<file path="src/include/txcfg_pkg.sv">
// constants for the transmit setup and transmit outcome status block
// assumes a 20 MHz system clock and a plain strobe register port
// Function
// - crc inhibit 0 appends fcs, 1 omits
// - crc inhibit also applies in loopback
// - two-bit field selects loopback mode
// - loopback output high only in mode 10
// - loopback field bits reset to zero
// - hash 62 disables, 63 enables transmitter
// - clearing auto disable re-enables transmitter
// - offset backoff for first three collisions
// - status cleared when host starts transmission
// - status bits low unless event occurs
// - sent ok only without abort or underrun
// - collided bit set, count kept separately
// - abort after sixteen attempts from collisions
// - carrier loss flagged, transmission continues
// - fifo underrun flagged, packet aborted
// - heartbeat fail if none within 6.4 us
// - late collision flagged, still rescheduled
// - loopback select 0 means loopback
package txcfg_pkg;
  localparam logic [3:0] ADDR_STATUS    = 4'h4;
  localparam logic [3:0] ADDR_SETUP     = 4'hd;
  localparam logic [3:0] ADDR_DATACFG   = 4'he;
  localparam logic [3:0] ADDR_COLLCOUNT = 4'h5;
  // setup fields
  localparam int SET_CRC_INH = 0;
  localparam int SET_LB_LOW  = 1;
  localparam int SET_LB_HIGH = 2;
  localparam int SET_AUTO_DIS     = 3;
  localparam int SET_COLL_OFS     = 4;
  localparam int DATACFG_LOOP_SEL = 3;
  // status fields
  localparam int ST_SENT  = 0;
  localparam int ST_COL   = 2;
  localparam int ST_ABORT     = 3;
  localparam int ST_CARRIER   = 4;
  localparam int ST_UNDERRUN  = 5;
  localparam int ST_HEARTBEAT = 6;
  localparam int ST_OWC   = 7;
  // loopback modes
  localparam logic [1:0] LB_NORMAL   = 2'h0;
  localparam logic [1:0] LB_MAC_CORE = 2'h1;
  localparam logic [1:0] LB_ENCDEC   = 2'h2;
  localparam logic [1:0] LB_EXTERNAL = 2'h3;
  // reset values
  localparam logic [7:0] SETUP_RESET  = 8'h00;
  localparam logic [7:0] DATACFG_RST  = 8'h08;
  localparam logic [7:0] STATUS_RESET = 8'h00;
  // attempt limit and hash bits
  localparam logic [4:0] MAX_ATTEMPTS = 5'h10;
  localparam logic [5:0] HASH_DISABLE = 6'h3e;
  localparam logic [5:0] HASH_ENABLE  = 6'h3f;
  localparam logic [1:0] OFFSET_COLLS = 2'h3;
  localparam logic [3:0] BACKOFF_CAP  = 4'ha;
  // timing
  localparam int CLK_MHZ       = 20;
  localparam int SLOT_NS       = 51200;
  localparam int HB_WINDOW_NS  = 6400;
  localparam int SLOT_CYC      = SLOT_NS * CLK_MHZ / 1000;
  localparam int HB_CYC        = HB_WINDOW_NS * CLK_MHZ / 1000;
  localparam logic [10:0] SLOT_CYC_W = 11'(SLOT_CYC);
  localparam logic [7:0]  HB_CYC_W   = 8'(HB_CYC);
endpackage

</file>
<file path="src/hdl/tx_setup_status.sv">
// transmit setup register, transmit outcome status and backoff range
// assumes event inputs are one-cycle pulses synchronous to CLK
//
// Strobed register access is this design's own decision.
`timescale 1ns/1ps
module tx_setup_status
  import txcfg_pkg::*;
(
  // clock and reset
  input  wire logic        CLK,
  input  wire logic        RESET,
  // register port
  input  wire logic [3:0]  ADDR,
  input  wire logic [7:0]  WDATA,
  input  wire logic        WR,
  input  wire logic        RD,
  output logic      [7:0]  RDATA,
  // transmit engine events
  input  wire logic        TX_START,
  input  wire logic        TX_DONE,
  input  wire logic        COLLISION,
  input  wire logic        CARRIER_LOST,
  input  wire logic        FIFO_EMPTY_NO_BUS,
  input  wire logic        HEARTBEAT,
  // receive side special multicast hits
  input  wire logic        MCAST_HIT,
  input  wire logic [5:0]  MCAST_HASH,
  // controls to transmitter and transceiver
  output logic             APPEND_FCS,
  output logic             LOOPBACK_OUTPUT_SIGNAL,
  output logic [1:0]       LOOPBACK_MODE,
  output logic             LOOPBACK_ACTIVE,
  output logic             TX_ENABLE,
  output logic             TX_ABORT,
  output logic             TX_RETRY,
  output logic [3:0]       BACKOFF_EXP
);

  logic [7:0]  setup_q;
  logic [7:0]  datacfg_q;
  logic [7:0]  status_q;
  logic [4:0]  coll_count_q;
  logic        tx_dis_q;
  logic        busy_q;
  logic [10:0] slot_cnt_q;
  logic        hb_wait_q;
  logic [7:0]  hb_cnt_q;
  logic        wr_setup;

  assign wr_setup = WR && (ADDR == ADDR_SETUP);

  // backoff exponent: offset variant or standard truncated exponent
  function automatic logic [3:0] backoff_exp(input logic [4:0] n,
                                             input logic collision_offset_enable);
    logic [4:0] e;
    e = (collision_offset_enable && n <= 5'(OFFSET_COLLS)) ? n + 5'h3 : n;
    if (e > 5'(BACKOFF_CAP))
      e = 5'(BACKOFF_CAP);
    return e[3:0];
  endfunction

  // setup and data configuration registers
  always_ff @(posedge CLK or posedge RESET)
  begin
    if (RESET)
    begin
      setup_q   <= SETUP_RESET;
      datacfg_q <= DATACFG_RST;
    end
    else if (WR && ADDR == ADDR_SETUP)
      setup_q   <= {3'h0, WDATA[4:0]};
    else if (WR && ADDR == ADDR_DATACFG)
      datacfg_q <= WDATA;
  end

  // auto transmit disable latch
  always_ff @(posedge CLK or posedge RESET)
  begin
    if (RESET)
      tx_dis_q <= 1'b0;
    else if (wr_setup && !WDATA[SET_AUTO_DIS])
      tx_dis_q <= 1'b0;
    else if (setup_q[SET_AUTO_DIS] && MCAST_HIT
             && MCAST_HASH == HASH_DISABLE)
      tx_dis_q <= 1'b1;
    else if (setup_q[SET_AUTO_DIS] && MCAST_HIT
             && MCAST_HASH == HASH_ENABLE)
      tx_dis_q <= 1'b0;
  end

  // transmission tracking, slot timer and collision count
  always_ff @(posedge CLK or posedge RESET)
  begin
    if (RESET)
    begin
      busy_q       <= 1'b0;
      slot_cnt_q   <= 11'h000;
      coll_count_q <= 5'h00;
    end
    else if (TX_START)
    begin
      busy_q       <= 1'b1;
      slot_cnt_q   <= 11'h000;
      coll_count_q <= 5'h00;
    end
    else if (busy_q)
    begin
      if (TX_DONE || TX_ABORT)
        busy_q <= 1'b0;
      if (COLLISION)
      begin
        coll_count_q <= coll_count_q + 5'h01;
        slot_cnt_q   <= 11'h000;
      end
      else if (slot_cnt_q != SLOT_CYC_W)
        slot_cnt_q <= slot_cnt_q + 11'h001;
    end
  end

  // heartbeat window after each transmission that ends with TX_DONE while still busy
  always_ff @(posedge CLK or posedge RESET)
  begin
    if (RESET)
    begin
      hb_wait_q <= 1'b0;
      hb_cnt_q  <= 8'h00;
    end
    else if (busy_q && TX_DONE)
    begin
      hb_wait_q <= 1'b1;
      hb_cnt_q  <= 8'h00;
    end
    else if (hb_wait_q)
    begin
      if (HEARTBEAT || TX_START)
        hb_wait_q <= 1'b0;
      else if (hb_cnt_q == HB_CYC_W - 8'h01)
        hb_wait_q <= 1'b0;
      else
        hb_cnt_q <= hb_cnt_q + 8'h01;
    end
  end

  // transmit outcome status; start clears, events only set bits
  always_ff @(posedge CLK or posedge RESET)
  begin
    if (RESET)
      status_q <= STATUS_RESET;
    else if (TX_START)
      status_q <= STATUS_RESET;
    else
    begin
      if (busy_q && COLLISION)
        status_q[ST_COL] <= 1'b1;
      if (busy_q && COLLISION && slot_cnt_q == SLOT_CYC_W)
        status_q[ST_OWC] <= 1'b1;
      if (busy_q && COLLISION && coll_count_q == MAX_ATTEMPTS - 5'h01)
        status_q[ST_ABORT] <= 1'b1;
      if (busy_q && CARRIER_LOST)
        status_q[ST_CARRIER] <= 1'b1;
      if (busy_q && FIFO_EMPTY_NO_BUS)
        status_q[ST_UNDERRUN] <= 1'b1;
      // a final collision in the done cycle still means aborted
      if (busy_q && TX_DONE && !status_q[ST_ABORT]
          && !status_q[ST_UNDERRUN] && !FIFO_EMPTY_NO_BUS
          && !(COLLISION && coll_count_q == MAX_ATTEMPTS - 5'h01))
        status_q[ST_SENT] <= 1'b1;
      if (hb_wait_q && !HEARTBEAT && hb_cnt_q == HB_CYC_W - 8'h01)
        status_q[ST_HEARTBEAT] <= 1'b1;
    end
  end

  // abort, retry and backoff outputs to the transmit engine
  always_ff @(posedge CLK or posedge RESET)
  begin
    if (RESET)
    begin
      TX_ABORT    <= 1'b0;
      TX_RETRY    <= 1'b0;
      BACKOFF_EXP <= 4'h0;
    end
    else
    begin
      TX_ABORT <= busy_q && !TX_START && (FIFO_EMPTY_NO_BUS ||
        (COLLISION && coll_count_q == MAX_ATTEMPTS - 5'h01));
      // late collisions retry like ordinary ones
      TX_RETRY <= busy_q && !TX_START && COLLISION && !FIFO_EMPTY_NO_BUS
        && coll_count_q != MAX_ATTEMPTS - 5'h01;
      if (busy_q && !TX_START && COLLISION)
        BACKOFF_EXP <= backoff_exp(coll_count_q + 5'h01,
                                   setup_q[SET_COLL_OFS]);
    end
  end

  // registered controls to transmitter and transceiver
  always_ff @(posedge CLK or posedge RESET)
  begin
    if (RESET)
    begin
      APPEND_FCS             <= 1'b1;
      LOOPBACK_OUTPUT_SIGNAL <= 1'b0;
      LOOPBACK_MODE          <= LB_NORMAL;
      LOOPBACK_ACTIVE        <= 1'b0;
      TX_ENABLE              <= 1'b1;
    end
    else
    begin
      // same in loopback and normal modes
      APPEND_FCS <= !setup_q[SET_CRC_INH];
      LOOPBACK_MODE <= setup_q[SET_LB_HIGH:SET_LB_LOW];
      LOOPBACK_OUTPUT_SIGNAL <=
        (setup_q[SET_LB_HIGH:SET_LB_LOW] == LB_ENCDEC);
      LOOPBACK_ACTIVE <= !datacfg_q[DATACFG_LOOP_SEL] &&
        (setup_q[SET_LB_HIGH:SET_LB_LOW] != LB_NORMAL);
      TX_ENABLE <= !tx_dis_q;
    end
  end

  // read data one cycle after the read strobe; setup is write only
  always_ff @(posedge CLK or posedge RESET)
  begin
    if (RESET)
      RDATA <= 8'h00;
    else if (RD && ADDR == ADDR_STATUS)
      RDATA <= status_q;
    else if (RD && ADDR == ADDR_COLLCOUNT)
      RDATA <= {3'h0, coll_count_q};
    else
      RDATA <= 8'h00;
  end

  // loopback and fcs controls follow the setup fields
  AST_LOOPBACK_PIN: assert property (
    @(posedge CLK) disable iff (RESET)
    LOOPBACK_OUTPUT_SIGNAL |-> (LOOPBACK_MODE == LB_ENCDEC))
    else $error("loopback pin high outside encoder loopback");
  AST_LOOPBACK_MODE: assert property (
    @(posedge CLK) disable iff (RESET)
    1'b1 |=> LOOPBACK_MODE == $past(setup_q[SET_LB_HIGH:SET_LB_LOW]))
    else $error("loopback mode does not follow setup field");
  AST_FCS: assert property (
    @(posedge CLK) disable iff (RESET)
    (wr_setup ##1 !wr_setup) |=> APPEND_FCS == !$past(WDATA[SET_CRC_INH], 2))
    else $error("fcs control does not follow crc inhibit");
  AST_FCS_LOOPBACK: assert property (
    @(posedge CLK) disable iff (RESET)
    ($stable(setup_q) && LOOPBACK_MODE != LB_NORMAL)
      |-> APPEND_FCS == !setup_q[SET_CRC_INH])
    else $error("crc inhibit ignored in loopback");
  AST_LOOP_ACTIVE: assert property (
    @(posedge CLK) disable iff (RESET)
    ($stable(setup_q) && $stable(datacfg_q)) |-> LOOPBACK_ACTIVE ==
      (!datacfg_q[DATACFG_LOOP_SEL] && setup_q[2:1] != LB_NORMAL))
    else $error("loopback active does not match select bits");

  // power-up state is normal operation
  AST_RESET_LB: assert property (
    @(posedge CLK)
    $fell(RESET) |-> LOOPBACK_MODE == LB_NORMAL)
    else $error("loopback not normal after reset");
  AST_RESET_PIN: assert property (
    @(posedge CLK)
    $fell(RESET) |-> !LOOPBACK_OUTPUT_SIGNAL && !LOOPBACK_ACTIVE)
    else $error("loopback outputs active after reset");

  // remote transmitter disable by special multicast hits
  AST_AUTODIS_CLEAR: assert property (
    @(posedge CLK) disable iff (RESET)
    (wr_setup && !WDATA[SET_AUTO_DIS]) |=> ##1 TX_ENABLE)
    else $error("clearing auto disable did not enable");
  AST_HASH_DISABLE: assert property (
    @(posedge CLK) disable iff (RESET)
    (setup_q[SET_AUTO_DIS] && MCAST_HIT && MCAST_HASH == HASH_DISABLE
      && !wr_setup) |=> ##1 !TX_ENABLE)
    else $error("disable hash did not stop transmitter");
  AST_HASH_ENABLE: assert property (
    @(posedge CLK) disable iff (RESET)
    (setup_q[SET_AUTO_DIS] && MCAST_HIT && MCAST_HASH == HASH_ENABLE)
      |=> ##1 TX_ENABLE)
    else $error("enable hash did not restart transmitter");
  AST_AUTODIS_OFF: assert property (
    @(posedge CLK) disable iff (RESET)
    !setup_q[SET_AUTO_DIS] |=> !tx_dis_q)
    else $error("transmitter disabled with auto disable off");

  // backoff exponent after each collision
  AST_BACKOFF_OFS: assert property (
    @(posedge CLK) disable iff (RESET)
    (busy_q && !TX_START && COLLISION && setup_q[SET_COLL_OFS]
      && coll_count_q < 5'h03) |=> BACKOFF_EXP == $past(coll_count_q[3:0]) + 4'h4)
    else $error("offset backoff exponent wrong");
  AST_BACKOFF_STD: assert property (
    @(posedge CLK) disable iff (RESET)
    (busy_q && !TX_START && COLLISION && !setup_q[SET_COLL_OFS]
      && coll_count_q < 5'h09) |=> BACKOFF_EXP == $past(coll_count_q[3:0]) + 4'h1)
    else $error("standard backoff exponent wrong");
  AST_BACKOFF_CAP: assert property (
    @(posedge CLK) disable iff (RESET)
    (busy_q && !TX_START && COLLISION && coll_count_q >= 5'h0a)
      |=> BACKOFF_EXP == 4'ha)
    else $error("backoff exponent not capped");

  // status clear at start, quiet between transmissions
  AST_START_CLEARS: assert property (
    @(posedge CLK) disable iff (RESET)
    TX_START |=> status_q == STATUS_RESET)
    else $error("status not cleared at start");
  AST_STATUS_QUIET: assert property (
    @(posedge CLK) disable iff (RESET)
    (!busy_q && !hb_wait_q && !TX_START) |=> $stable(status_q))
    else $error("status changed with no transmission");

  // outcome flags of the current transmission
  AST_SENT_OK: assert property (
    @(posedge CLK) disable iff (RESET)
    $rose(status_q[ST_SENT]) |-> !status_q[ST_ABORT] && !status_q[ST_UNDERRUN])
    else $error("sent ok with abort or underrun");
  AST_SENT_SET: assert property (
    @(posedge CLK) disable iff (RESET)
    (busy_q && !TX_START && TX_DONE && !status_q[ST_ABORT] && !COLLISION
      && !status_q[ST_UNDERRUN] && !FIFO_EMPTY_NO_BUS) |=> status_q[ST_SENT])
    else $error("clean frame not flagged as sent");
  AST_COLL_FLAG: assert property (
    @(posedge CLK) disable iff (RESET)
    (busy_q && !TX_START && COLLISION)
      |=> status_q[ST_COL] && coll_count_q == $past(coll_count_q) + 5'h01)
    else $error("collision not flagged or counted");
  AST_ABORT16: assert property (
    @(posedge CLK) disable iff (RESET)
    (busy_q && !TX_START && COLLISION && coll_count_q == 5'h0f)
      |=> TX_ABORT && status_q[ST_ABORT])
    else $error("no abort on sixteenth attempt");
  AST_ABORT_NO_RETRY: assert property (
    @(posedge CLK) disable iff (RESET)
    TX_ABORT |-> !TX_RETRY)
    else $error("retry requested with abort");

  // carrier loss continues, underrun aborts
  AST_CARRIER_NO_ABORT: assert property (
    @(posedge CLK) disable iff (RESET)
    (busy_q && !TX_START && CARRIER_LOST && !COLLISION && !FIFO_EMPTY_NO_BUS)
      |=> status_q[ST_CARRIER] && !TX_ABORT)
    else $error("carrier loss handled wrongly");
  AST_UNDERRUN: assert property (
    @(posedge CLK) disable iff (RESET)
    (busy_q && !TX_START && FIFO_EMPTY_NO_BUS)
      |=> TX_ABORT && status_q[ST_UNDERRUN])
    else $error("underrun not aborted");

  // heartbeat window and late collisions
  AST_HB_SET: assert property (
    @(posedge CLK) disable iff (RESET)
    (hb_wait_q && !HEARTBEAT && !TX_START && hb_cnt_q == HB_CYC_W - 8'h01)
      |=> status_q[ST_HEARTBEAT])
    else $error("missing heartbeat not flagged");
  AST_HB_SEEN: assert property (
    @(posedge CLK) disable iff (RESET)
    (hb_wait_q && HEARTBEAT && !TX_START) |=> !status_q[ST_HEARTBEAT])
    else $error("heartbeat failure flagged despite heartbeat");
  AST_LATE_RETRY: assert property (
    @(posedge CLK) disable iff (RESET)
    (busy_q && !TX_START && COLLISION && slot_cnt_q == SLOT_CYC_W
      && coll_count_q < 5'h0f && !FIFO_EMPTY_NO_BUS)
      |=> status_q[ST_OWC] && TX_RETRY)
    else $error("late collision not flagged or retried");
endmodule

</file>
<file path="config.mk">
export PLATFORM = sky130hd
export DESIGN_NAME = tx_setup_status
export DESIGN_NICKNAME = d
export VERILOG_FILES = /design/src/include/txcfg_pkg.sv /design/src/hdl/tx_setup_status.sv
export SDC_FILE = /design/constraint.sdc
export NUM_CORES = 1
export LEC_CHECK = 0
export BUFFER_PORTS_ARGS = -buffer_cell sky130_fd_sc_hd__buf_2
export CAP_MARGIN = 20
export CORE_MARGIN = 2
export CORE_UTILIZATION = 33
export DETAILED_ROUTE_END_ITERATION = 10
export PLACE_DENSITY_LB_ADDON = 0.05
export SLEW_MARGIN = 10
export SYNTH_ARGS = -nofsm -noshare
export SYNTH_HDL_FRONTEND = slang
export SYNTH_SLANG_ARGS = --single-unit
</file>
<file path="constraint.sdc">
create_clock -name CLK -period 6.35 [get_ports CLK]
set_input_delay 0.9525 -clock CLK [delete_from_list [all_inputs] [get_ports CLK]]
set_output_delay 0.9525 -clock CLK [all_outputs]
set_load 0.02 [all_outputs]
</file>
Yosys cells after proc, flatten, opt, wreduce, memory -nomap -nowiden
Index checks and enable logic that the tools add are counted.
- register bits after elaboration: 63
- bits of input ports: 29
- output and inout port bits: 20
- reductions and logical operators: 58
- magnitude comparators: 2
- equality and inequality tests: 14
- muxes and demuxes: 34
- bitwise gates (word level): 1
- $add $sub $neg: 4
- operators with widths (kind ; number):
    11-bit 2-to-1 mux ; 4
    8-bit 2-to-1 mux ; 5
    1-bit logical AND ; 28
    5-bit 2-to-1 mux ; 5
    2-bit nonzero test ; 11
    1-bit 2-to-1 mux ; 18
    6-bit equality test (second input constant) ; 2
    11-bit by 1-bit adder with 11-bit output (second input constant) ; 1
    11-bit equality test (second input constant) ; 1
    11-bit inequality test (second input constant) ; 1
    1-bit logical NOT ; 10
    8-bit by 1-bit adder with 8-bit output (second input constant) ; 1
    4-bit by 3-bit equality test with 1-bit output (second input constant) ; 2
    4-bit equality test (second input constant) ; 2
    8-bit by 7-bit equality test with 1-bit output (second input constant) ; 1
    6-bit 2-to-1 mux ; 1
    2-bit AND reduction ; 3
    3-bit nonzero test ; 2
    5-bit by 1-bit adder with 5-bit output (second input constant) ; 1
    5-bit by 2-bit adder with 5-bit output (second input constant) ; 1
    5-bit by 4-bit equality test with 1-bit output (second input constant) ; 1
    5-bit by 4-bit > comparator with 1-bit output (second input constant) ; 1
    5-bit by 2-bit less-or-equal comparator with 1-bit output (second input constant) ; 1
    5-bit by 4-bit inequality test with 1-bit output (second input constant) ; 1
    6 further kinds ; 9

Depth between registers and ports, before layout
Gate-level depths: netlist of the first run.
- depth in word-level cells: 7
- gate-level depth with buffers: 8

Worst setup path after synthesis of the first run
No wires, ideal clock.
- path type: flip-flop to flip-flop
- start point: register coll_count_q[1]
- end point: register BACKOFF_EXP[1]
- buffers on the path: 0
- clock period less this slack: 2133 ps
- cell stages (with the launch flop): 9
- setup slack: 4217 ps
- data arrival time: 2007 ps
- cell sequence: dfrtp_1 -> ha_1 -> and2_1 -> ha_1 -> nand2b_1 -> mux2i_4 -> and3_4 -> xnor2_1 -> o32a_1
- longest elaborated chain between the ends: 6
- elaborated cells on any way between the ends: 7
- those cells by class: add/sub: 2; order compare: 2; mux: 2; reduce/logical: 1
- RTL lines (what ; line ; source):
    start, declared ; tx_setup_status.sv:42 ; logic [4:0] coll_count_q;
    start signal, assigned ; tx_setup_status.sv:112 ; coll_count_q <= coll_count_q + 5'h01;
    5-bit by 1-bit adder with 5-bit output (*) ; tx_setup_status.sv:190 ; BACKOFF_EXP <= backoff_exp(coll_count_q + 5'h01,
    5-bit by 2-bit less-or-equal comparator with 1-bit output ; tx_setup_status.sv:56 ; e = (collision_offset_enable && n <= 5'(OFFSET_COLLS)) ? n + 5'h3 : n;
    1-bit logical AND ; tx_setup_status.sv:56 ;
    5-bit 2-to-1 mux (*) ; tx_setup_status.sv:56 ;
    5-bit by 4-bit > comparator with 1-bit output ; tx_setup_status.sv:57 ; if (e > 5'(BACKOFF_CAP))
    4-bit 2-to-1 mux (*) ; tx_setup_status.sv:57 ;
    end signal, assigned ; tx_setup_status.sv:190 ;
    end, declared ; tx_setup_status.sv:36 ; output logic [3:0] BACKOFF_EXP
Mark *: on every way between the ends. The rest lies on a longest branch, timed or not.
A chain may end at the register's enable or synchronous reset.

Final worst setup path of the first run
- start point: register coll_count_q[0]
- end point: register BACKOFF_EXP[1]
The elaborated chain is that of the path after synthesis.

==> impl_metrics.yaml, run 1 <==
cts:
  ctsResizeCount: 0
  clkLatencyLatePin_ns: 0.33
  root_buffer: "clkbuf_8"
  h-tree-depth: 3
  numClockSinks: 60
  cts_hold_buf: 0
  cts_buffer_depth: 2
  postCtsSetupBuffers: 0
  numCtsBuffers: 9
  cts_tree: "yes"
  clkTransAtPathRegs_ns: 0.07
worst_hold_path:
  min_path_type: "reg -> reg"
  hp-start: "setup_q[0]"
layout:
  syn2layout_area_growth_pct: 17.7
  multiInputGateArea_mm2: 0.00118
  fin_cells: 427
  fin_nets: 353
  num-fill-cells: 830
  seq_area_mm2: 0.00151
  finalInstanceArea_mm2: 0.00328
  n_antenna_cell: 0
  layout-drive-gt1-share_pct: 23.9
setup_path:
  required_ns: 6.57
  cp-start-kind: "flop"
  worstReg2RegStart: "coll_count_q[0]"
  cp-startpoint: "coll_count_q[0]"
  critPathCaptureType: "flop"
  critPathMaxFanout: 10
  cp_slowest_cell: "dfrtp_1"
  critPathKind: "reg -> reg"
  crit_chain: "ha_1 -> and2_1 -> ha_1 -> nand2_1 -> mux2i_4 -> and3_4 -> xnor2_1 -> o32a_1"
  arrival_ns: 2.73
  critPathMaxStageDelay_ns: 0.51
  cp_common_cell: "ha_1"
die:
  ios: 49
  die_w_um: 96.0
  start_util_pct: 34.0
  num_rows: 33
  dieArea_mm2: 0.00921
  die_h_um: 96.0
  coreArea_mm2: 0.00822
global_route:
  gr-total-overflow: 0
  grt-busiest-layer: "met2"
  use_met1_pct: 17.9
  grt_max_degree: 61
  use_met3_pct: 4.93
  use_met2_pct: 21.6
  antenna_found_initial: 0
  grt.total_usage_pct: 13.8
  grt_pass1_vias: 1996
  grt_pass1_wl_um: 9540
logic_synthesis:
  synthFlopType: "dfrtp_1"
  synth_area_leaders: "dfrtp_1 51%, nor2_1 6.1%, xor2_1 4.4%"
  seq_area_frac_synth_pct: 53.9
  ys_warn_count: 0
  synth_common_cells: "57 x dfrtp_1, 45 x nor2_1, 23 x nand2_1"
  synth_area_mm2: 0.00279
  synth_cells: 271
  synth_top_area_share_pct: 51.1
  synth_enable_flop_cells: 0
  synth_top_cell_by_area: "dfrtp_1"
  synth_most_common_cell: "dfrtp_1"
  ys_seq_elements: 60
  async_flop_share_pct: 100
  avgSynthCellArea_um2: 10.3
  ys_types: 47
  synth_nets: 307
place:
  gp_congestion: 0.786
  portBuffers: 45
  dp_hpwl_um: 3930
  placed_area_mm2: 0.00309
  dp.cells: 411
timing:
  setup_viol: 0
  rsz0062_at_grt: "false"
  fmax_mhz: 399
  fin_crit_sh_pct: 39.5
  finalClockSkew_ns: 0.00702
  min_period_ns: 2.51
  fin_tns_setup_ns: 0
  tightest_slew_ns: 0.768
  slew_violations: 0
  hold_violations: 0
  slew-limit-headroom_pct: 48.8
route:
  via_per_inst: 4.72
  ant_nets: 0
  vias: 2015
  drtIter0Drc: 62
  drtPass1Iterations: 6
  routed_wl_um: 5720
  drc: 0
  avgRoutedWirePerCell_um: 13.4
status:
  status: "finished clean"
flow_run:
  drv_cap: 0
power_and_ir_drop:
  powerDensity_mw_per_mm2: 273
  peakVddDrop_uv: 85.7
  leakagePower_nw: 1.55
## critical path, delay by kind of cell (launching register included)
family / cells / cell delay [ns]
adder cells (fa/ha/maj): 2 / 0.72
AND/OR/NAND/NOR: 3 / 0.54
flip-flops: 1 / 0.51
AO/OA/AOI/OAI: 1 / 0.32
multiplexers: 1 / 0.24
XOR/XNOR: 1 / 0.06
## metal layers
layer  share of wire (%)  up-vias
li1                    -     1013
met1                  48      960
met2                  46       36
met3                 4.4        6
met4                 1.3        0
met5                   0        -
## final timing paths
check	slack [ns]	end	depth (start not counted)
setup / recovery	3.84	BACKOFF_EXP[1]	8
hold / removal	0.36	APPEND_FCS	1
setup reg to reg	3.84	BACKOFF_EXP[1]	8
hold reg to reg	0.36	APPEND_FCS	1
max in group asynchronous	5.01	LOOPBACK_OUTPUT_SIGNAL	3
min in group asynchronous	0.82	slot_cnt_q[10]	3
## placed cells by master, fill, tap and decap left out, drive strengths merged, types with 2 or more instances in the layout
cell and n:
nand2b 3, clkinv 3, nor2 45, or2 2
clkbuf 12, o21ai 10, dfstp 3, mux2i 6
nor3b 4, dfrtp 57, nand4 7, buf 46
xor2 14, ha 7, a211oi 2, a21oi 14
nand2 23, xnor2 4, mux2 5, a31oi 2
nand3 9, and2 7, or3 3, and3 4
a21o 2, nor4 2, nand4b 2, nor3 2
inv 10
## through the flow
stage | power, mW | util, % | hold slack (ns) | worst slack, ns
floorplan | 0.525 | - | 0.345 | 3.92
global placement | 0.565 | 37.6 | 0.349 | 3.87
detailed placement | 0.567 | 37.6 | 0.351 | 3.84
CTS | 0.915 | 40.0 | 0.361 | 3.82
global route | 0.947 | 40.0 | 0.387 | 3.67
finish | 0.896 | 40.0 | 0.359 | 3.84
## flip-flops by register name (all words and copies together) (netlist names), 2 cells and up
| name | flops |
|---|---|
| BACKOFF_EXP | 4 |
| LOOPBACK_MODE | 2 |
| RDATA | 8 |
| coll_count_q | 5 |
| hb_cnt_q | 8 |
| setup_q | 5 |
| slot_cnt_q | 11 |
| status_q | 7 |
## layout make-up
class,instances,share of cell area [%]
clock buffer,12,4.42
clock inverter,4,1.49
inverter,10,1.14
multi-input combinational,190,36.0
sequential,60,45.8
tap,105,4.00
timing repair buffer,46,7.09
## logic make-up after synthesis
logic type	synth area share, %
and+or+nand+nor	20.5
DFF	53.9
AOI/OAI and AO/OA	8.52
buffers and inverters	3.63
xor gates and xnor gates	5.65
muxes	4.62
adders and majority gates	3.14
## power by group
group | internal [mW] | leakage (nW) | switching, mW
Combinational | 0.0478 | 0.659 | 0.0726
Clock | 0.192 | 0.100 | 0.147
Sequential | 0.417 | 0.793 | 0.0196
Total | 0.656 | 1.55 | 0.239
(Power assumes the default switching activity.)
==> run 2, diff against run 1 <==
--- a/config.mk
+++ b/config.mk
@@ -5,6 +5,7 @@
 export SDC_FILE = /design/constraint.sdc
 export NUM_CORES = 1
 export LEC_CHECK = 0
+export ABC_AREA = 1
 export BUFFER_PORTS_ARGS = -buffer_cell sky130_fd_sc_hd__buf_2
 export CAP_MARGIN = 20
 export CORE_MARGIN = 2
==> constraint.sdc (replaced) <==
create_clock -name CLK -period 2.1 [get_ports CLK]
set_input_delay 0.315 -clock CLK [delete_from_list [all_inputs] [get_ports CLK]]
set_output_delay 0.315 -clock CLK [all_outputs]
set_load 0.02 [all_outputs]
==> run 2 against run 1 <==
  * Final area grew 8.3%
  * Maximum frequency grew 29%
  * Sequential power grew to 3.0 times the previous value
  * Power grew to 3.1 times the previous value
  * Global-route usage grew 0.83 points
  * Clock skew is essentially flat
  * Wire length grew 14%
  * Via count grew 17%
  * Cell count grew 19%
  * Register-to-register slack lost 3.7 ns
  * Critical path type unchanged
  * Critical endpoint is now BACKOFF_EXP[0]
==> impl_metrics.yaml, run 2 <==
status:
  status: "finished clean"
layout:
  fin_nets: 432
  final_util_pct: 41.2
  most-common-layout-cells: "58 x nand2_1, 56 x dfrtp_1, 47 x inv_1, 45 x buf_2, 35 x nor2_1"
  syn2layout_area_growth_pct: 22.3
  largest_reg_flops: 11
  layout-drive-gt1-share_pct: 26.2
  layout_commonest_cell: "nand2_1"
  num-fill-cells: 897
  top_register: "slot_cnt_q"
  n_antenna_cell: 0
  biggestRegsByFlops: "slot_cnt_q (11), RDATA (8), hb_cnt_q (8)"
logic_synthesis:
  ys_seq_elements: 60
  synth_enable_flop_cells: 0
  seq_area_frac_synth_pct: 51.8
  synth_most_common_cell: "nand2_1"
  async_flop_share_pct: 100
  synth_area_leaders: "dfrtp_1 49%, nand2_1 7.7%, inv_1 6.3%"
  synth_top_area_share_pct: 49.1
  synth_top_cell_by_area: "dfrtp_1"
  avgSynthCellArea_um2: 8.63
  synth_cells: 337
  synth_common_cells: "60 x nand2_1, 57 x dfrtp_1, 49 x inv_1"
  synth_nets: 373
  ys_warn_count: 0
  synthFlopType: "dfrtp_1"
  ys_types: 32
  synth_area_mm2: 0.00291
setup_path:
  cp-start-kind: "flop"
  critPathCaptureType: "flop"
  critPathMaxFanout: 5
  arrival_ns: 2.22
  critPathKind: "reg -> reg"
  reg2reg_depth: 16
  required_ns: 2.38
cts:
  cts_buffer_depth: 2
  cts_tree: "yes"
  h-tree-depth: 3
  numClockSinks: 60
  clkTransAtPathRegs_ns: 0.08
  clkLatencyLatePin_ns: 0.34
  cts_hold_buf: 0
  numCtsBuffers: 9
  root_buffer: "clkbuf_8"
die:
  die_w_um: 97.9
  num_rows: 34
  die_h_um: 97.9
  coreArea_mm2: 0.00864
  ios: 49
  start_util_pct: 33.7
  dieArea_mm2: 0.00958
global_route:
  grt_max_degree: 61
  grt.total_usage_pct: 14.6
  grt_pass1_wl_um: 11200
  gr-total-overflow: 0
  grt_pass1_vias: 2338
  antenna_found_initial: 0
timing:
  fin_ws_ns: 0.161
  fin_crit_sh_pct: 92.3
  fmax_mhz: 516
  min_period_ns: 1.94
  tightest_slew_ns: 0.477
  setup_viol: 0
  finalClockSkew_ns: 0.00749
  hold_violations: 0
  slew-limit-headroom_pct: 68.0
  slew_violations: 0
  holdWs_ns: 0.0341
route:
  drtIter0Drc: 120
  via_per_inst: 4.62
  vias: 2350
  routed_wl_um: 6520
  drc: 0
  drtPass1Iterations: 4
  avgRoutedWirePerCell_um: 12.8
  ant_nets: 0
place:
  gp_congestion: 0.757
  dp_hpwl_um: 4540
  place_ws_ns: 0.146
  portBuffers: 45
power_and_ir_drop:
  peakVddDrop_uv: 279
  internal_power_mw: 1.95
  p_total_mw: 2.74
  clock_power_share_pct: 37.8
  comb_power_share_pct: 14.7
  swShare_pct: 28.9
  seqPwrFrac_pct: 47.5
  leakagePower_nw: 1.74
  powerDensity_mw_per_mm2: 769
  switchingPower_mw: 0.790
worst_hold_path:
  min_path_type: "in -> async"
flow_run:
  drv_cap: 0
[run 2: cell count changes after synthesis, moves of 7 or more]
cell     delta
nor2_1     -10
nand3_1    +18
inv_1      +39
o21ai_1     +9
nor3_1      +7
and2_1      -7
o22ai_1     +9
nand2_1    +37
nand2_2     +7
[run 2: cell type report]
cell class | instances | area, um2 | share of cell area, %
clock inverters | 6 | 65.1 | 1.83
flip-flops and latches | 60 | 1510 | 42.4
clock buffers | 10 | 128 | 3.59
repair buffers | 52 | 290 | 8.16
multi-input cells | 220 | 1230 | 34.7
inverters | 53 | 199 | 5.59
well taps | 108 | 135 | 3.80
[run 2: routing by layer]
layer	part of all wire, %	up-vias	global-route usage [%]
met5	0	-	0
met2	46	37	22.5
met1	48	1093	19.8
li1	-	1209	-
met4	1.4	0	4.49
met3	4.0	11	4.58
[run 2: logic make-up after synthesis]
logic type	Yosys count	share of synthesized area, %
DFF	60	51.8
buffers and inverters	57	7.92
adders and majority gates	7	3.01
and+or+nand+nor	154	24.9
muxes	1	0.387
xor gates and xnor gates	10	3.01
AOI/OAI and AO/OA	48	8.99
[run 2: through the flow]
step	cells	setup TNS, ns	cell area [um2]
6_report	509	0	3560
5_1_grt	509	-0.0649	3560
4_1_cts	506	0	3470
3_5_place_dp	490	0	3280
3_3_place_gp	490	0	3280
2_1_floorplan	337	0	2910
[run 2: worst paths after layout]
kind / startpoint / end / slack [ns]
max in group asynchronous: RESET / APPEND_FCS / 1.76
min in group CLK: FIFO_EMPTY_NO_BUS / TX_RETRY / 0.18
hold / removal: RESET / slot_cnt_q[0] / 0.03
setup / recovery: coll_count_q[1] / BACKOFF_EXP[0] / 0.16
hold reg to reg: tx_dis_q / TX_ENABLE / 0.36
setup reg to reg: coll_count_q[1] / BACKOFF_EXP[0] / 0.16
[run 2: worst max-delay path: stages (launching register included)]
cell and delay (ns):
dfrtp_1 0.39, ha_2 0.20, nand2_1 0.06, inv_1 0.06
ha_4 0.28, nand2_1 0.06, inv_2 0.06, nand2_2 0.06
nor2_4 0.18, nand2_2 0.10, nand2_2 0.07, nand2_1 0.05
nand2_1 0.05, nand2_1 0.06, nand2_2 0.09, nand2_1 0.06
nand2_1 0.06
[run 2: power groups by stage]
stage / Clock, mW / Sequential [mW] / Combinational (mW)
2_1_floorplan: 0 / 1.38 / 0.203
3_3_place_gp: 0 / 1.32 / 0.391
3_5_place_dp: 0 / 1.32 / 0.390
4_1_cts: 1.07 / 1.30 / 0.392
5_1_grt: 1.13 / 1.31 / 0.456
6_report: 1.03 / 1.30 / 0.403
[run 2: what timing repair did]
item / 4_1_cts / 5_1_grt
resized for setup: 0 / 12
buffers inserted: 0 / 3
setup endpoints to repair: 0 / 3
==> run 3, diff against run 2 <==
==> constraint.sdc (replaced) <==
create_clock -name CLK -period 1.55 [get_ports CLK]
set_input_delay 0.2325 -clock CLK [delete_from_list [all_inputs] [get_ports CLK]]
set_output_delay 0.2325 -clock CLK [all_outputs]
set_load 0.02 [all_outputs]
==> run 3 against run 2 <==
  * The flow now finishes with violations (negative setup slack)
  * Clock skew down 0.0037 ns
  * Worst hold slack improved by 0.058 ns
  * Critical path depth unchanged
  * Global-route usage is 0.99 points higher
  * Cell count grew 6.7%
  * Die area is the same
  * Clock-buffer cell count did not move
  * First-iteration DRC count is 57% lower
  * Sequential power up 35%
  * Sequential cell count did not move
  * Maximum frequency is 5.0% higher
  * Power grew 38%
  * Largest cell class unchanged
  * Highest routed layer unchanged
==> impl_metrics.yaml, run 3 (synthesis gave the netlist of run 2 again) <==
timing:
  fin_ws_ns: -0.297
  holdWs_ns: 0.0925
  hold_violations: 0
  slew_violations: 0
  rsz0062_at_grt: "true"
  finalClockSkew_ns: 0.00379
  slew-limit-headroom_pct: 72.4
  tightest_slew_ns: 0.414
  fmax_mhz: 541
  setup_viol: 4
  fin_crit_sh_pct: 119
  min_period_ns: 1.85
cts:
  cts_tree: "yes"
  numCtsBuffers: 9
  clkLatencyLatePin_ns: 0.34
  clkTransAtPathRegs_ns: 0.07
  cts_buffer_depth: 2
  numClockSinks: 60
  root_buffer: "clkbuf_8"
  h-tree-depth: 3
layout:
  layout_commonest_cell: "dfrtp_1"
  syn2layout_area_growth_pct: 32.4
  layout-drive-gt1-share_pct: 33.1
  largest_reg_flops: 11
  most-common-layout-cells: "57 x dfrtp_1, 53 x nand2_1, 45 x inv_1, 45 x buf_2, 38 x buf_4"
  biggestRegsByFlops: "slot_cnt_q (11), RDATA (8), hb_cnt_q (8)"
  n_antenna_cell: 0
  top_register: "slot_cnt_q"
  fin_nets: 466
  finalInstanceArea_mm2: 0.00385
place:
  dp_hpwl_um: 5060
  placed_area_mm2: 0.00355
  portBuffers: 45
  gp_congestion: 0.781
setup_path:
  critPathMaxFanout: 5
  reg2reg_depth: 16
  critPathKind: "reg -> reg"
  crit_chain: "ha_2 -> nand2_2 -> inv_2 -> ha_4 -> nand2_2 -> inv_2 -> nand2_2 -> nor2_4 -> nand2_2 -> nand2_2 -> nand2_1 -> nand2_2 -> nand2_2 -> nand2_2 -> nand2_1 -> nand2_1"
  cp_slowest_cell: "dfrtp_1"
  critPathMaxStageDelay_ns: 0.40
  worstReg2RegStart: "coll_count_q[0]"
  cp-startpoint: "coll_count_q[0]"
  r2r_setup_slack_ns: -0.30
  cp-start-kind: "flop"
  required_ns: 1.83
  regToRegEndpoint: "BACKOFF_EXP[2]"
  arrival_ns: 2.13
  critPathCaptureType: "flop"
  cp_common_cell: "nand2_2"
global_route:
  grt_pass1_wl_um: 11900
  grt_pass1_vias: 2516
  grt_max_degree: 32
  grt.total_usage_pct: 15.6
  antenna_found_initial: 0
  gr-total-overflow: 0
die:
  num_rows: 34
  ios: 49
  dieArea_mm2: 0.00958
  start_util_pct: 33.7
  coreArea_mm2: 0.00864
  die_w_um: 97.9
  die_h_um: 97.9
worst_hold_path:
  min_path_type: "in -> reg"
  hold_depth: 2
  hp-start: "FIFO_EMPTY_NO_BUS"
  hold_end: "TX_RETRY"
route:
  routed_wl_um: 6810
  via_per_inst: 4.58
  drc: 0
  vias: 2489
  avgRoutedWirePerCell_um: 12.5
  drtPass1Iterations: 4
  ant_nets: 0
  drtIter0Drc: 52
power_and_ir_drop:
  switchingPower_mw: 1.08
  peakVddDrop_uv: 438
  comb_power_share_pct: 16.9
  seqPwrFrac_pct: 46.6
  swShare_pct: 28.6
  leakagePower_nw: 1.91
  clock_power_share_pct: 36.6
  powerDensity_mw_per_mm2: 983
  internal_power_mw: 2.70
flow_run:
  drv_cap: 0
status:
  status: "complete, but fails checks"
  violations: "negative setup slack"
==> run 3: cell count changes in the layout (fill, tap and decap cells not counted), sizes merged <==
cell	before	now
buf	52	85
clkinvlp	1	2
dlygate4sd3	0	1
inv	53	52
==> run 3: through the flow <==
stage	util (%)	setup TNS, ns	power (mW)	setup WS (ns)	cells
5_1_grt	44.6	-1.77	4.01	-0.449	543
3_3_place_gp	41.1	-0.783	2.37	-0.243	523
2_1_floorplan	-	-0.691	2.14	-0.239	337
6_report	44.6	-1.11	3.78	-0.297	543
3_5_place_dp	41.1	-0.946	2.38	-0.283	523
4_1_cts	43.6	-1.02	3.81	-0.280	541
==> run 3: layout make-up <==
type / count / area (um2)
inverters: 53 / 203
flip-flops and latches: 60 / 1510
well taps: 108 / 135
fillers: 860 / 4790
clock buffers: 10 / 128
multi-input cells: 220 / 1260
repair buffers: 86 / 552
clock inverters: 6 / 65.1
==> run 3: power groups by stage <==
stage | Clock, mW | Combinational, mW | Sequential [mW]
after floorplan | 0 | 0.276 | 1.87
after global placement | 0 | 0.583 | 1.79
after detailed placement | 0 | 0.593 | 1.79
after CTS | 1.44 | 0.611 | 1.76
after global routing | 1.52 | 0.715 | 1.78
final | 1.38 | 0.638 | 1.76
==> run 3: critical path, delay by kind of cell (launching register included) <==
kind / cells / cell delay (ns)
adders and majority gates: 2 / 0.45
buffers and inverters: 2 / 0.09
DFF: 1 / 0.40
and+or+nand+nor: 12 / 0.85
==> run 3: repair_timing <==
action                                 4_1_cts  5_1_grt
pin swaps                                    1        8
setup endpoints to repair                    4       11
hold buffers                                 1        0
endpoints found under the hold margin       13        0
buffers inserted                             1        2
gates resized for setup                      4       15
==> run 3: worst max-delay path by stage <==
stage,to,cells past startpoint
finish,BACKOFF_EXP[2],16
floorplan,BACKOFF_EXP[2],15
global placement,BACKOFF_EXP[2],15
global route,BACKOFF_EXP[2],16
detailed placement,BACKOFF_EXP[0],15
CTS,BACKOFF_EXP[2],15
==> run 3: metal layers <==
metal	GRT usage [%]	up-vias	wire length [um]	share of wire [%]
met2	23.9	46	3160	46
met3	4.58	10	279	4.1
met1	20.9	1152	3260	48
met5	0	-	0	0
li1	-	1281	-	-
met4	6.09	0	106	1.6
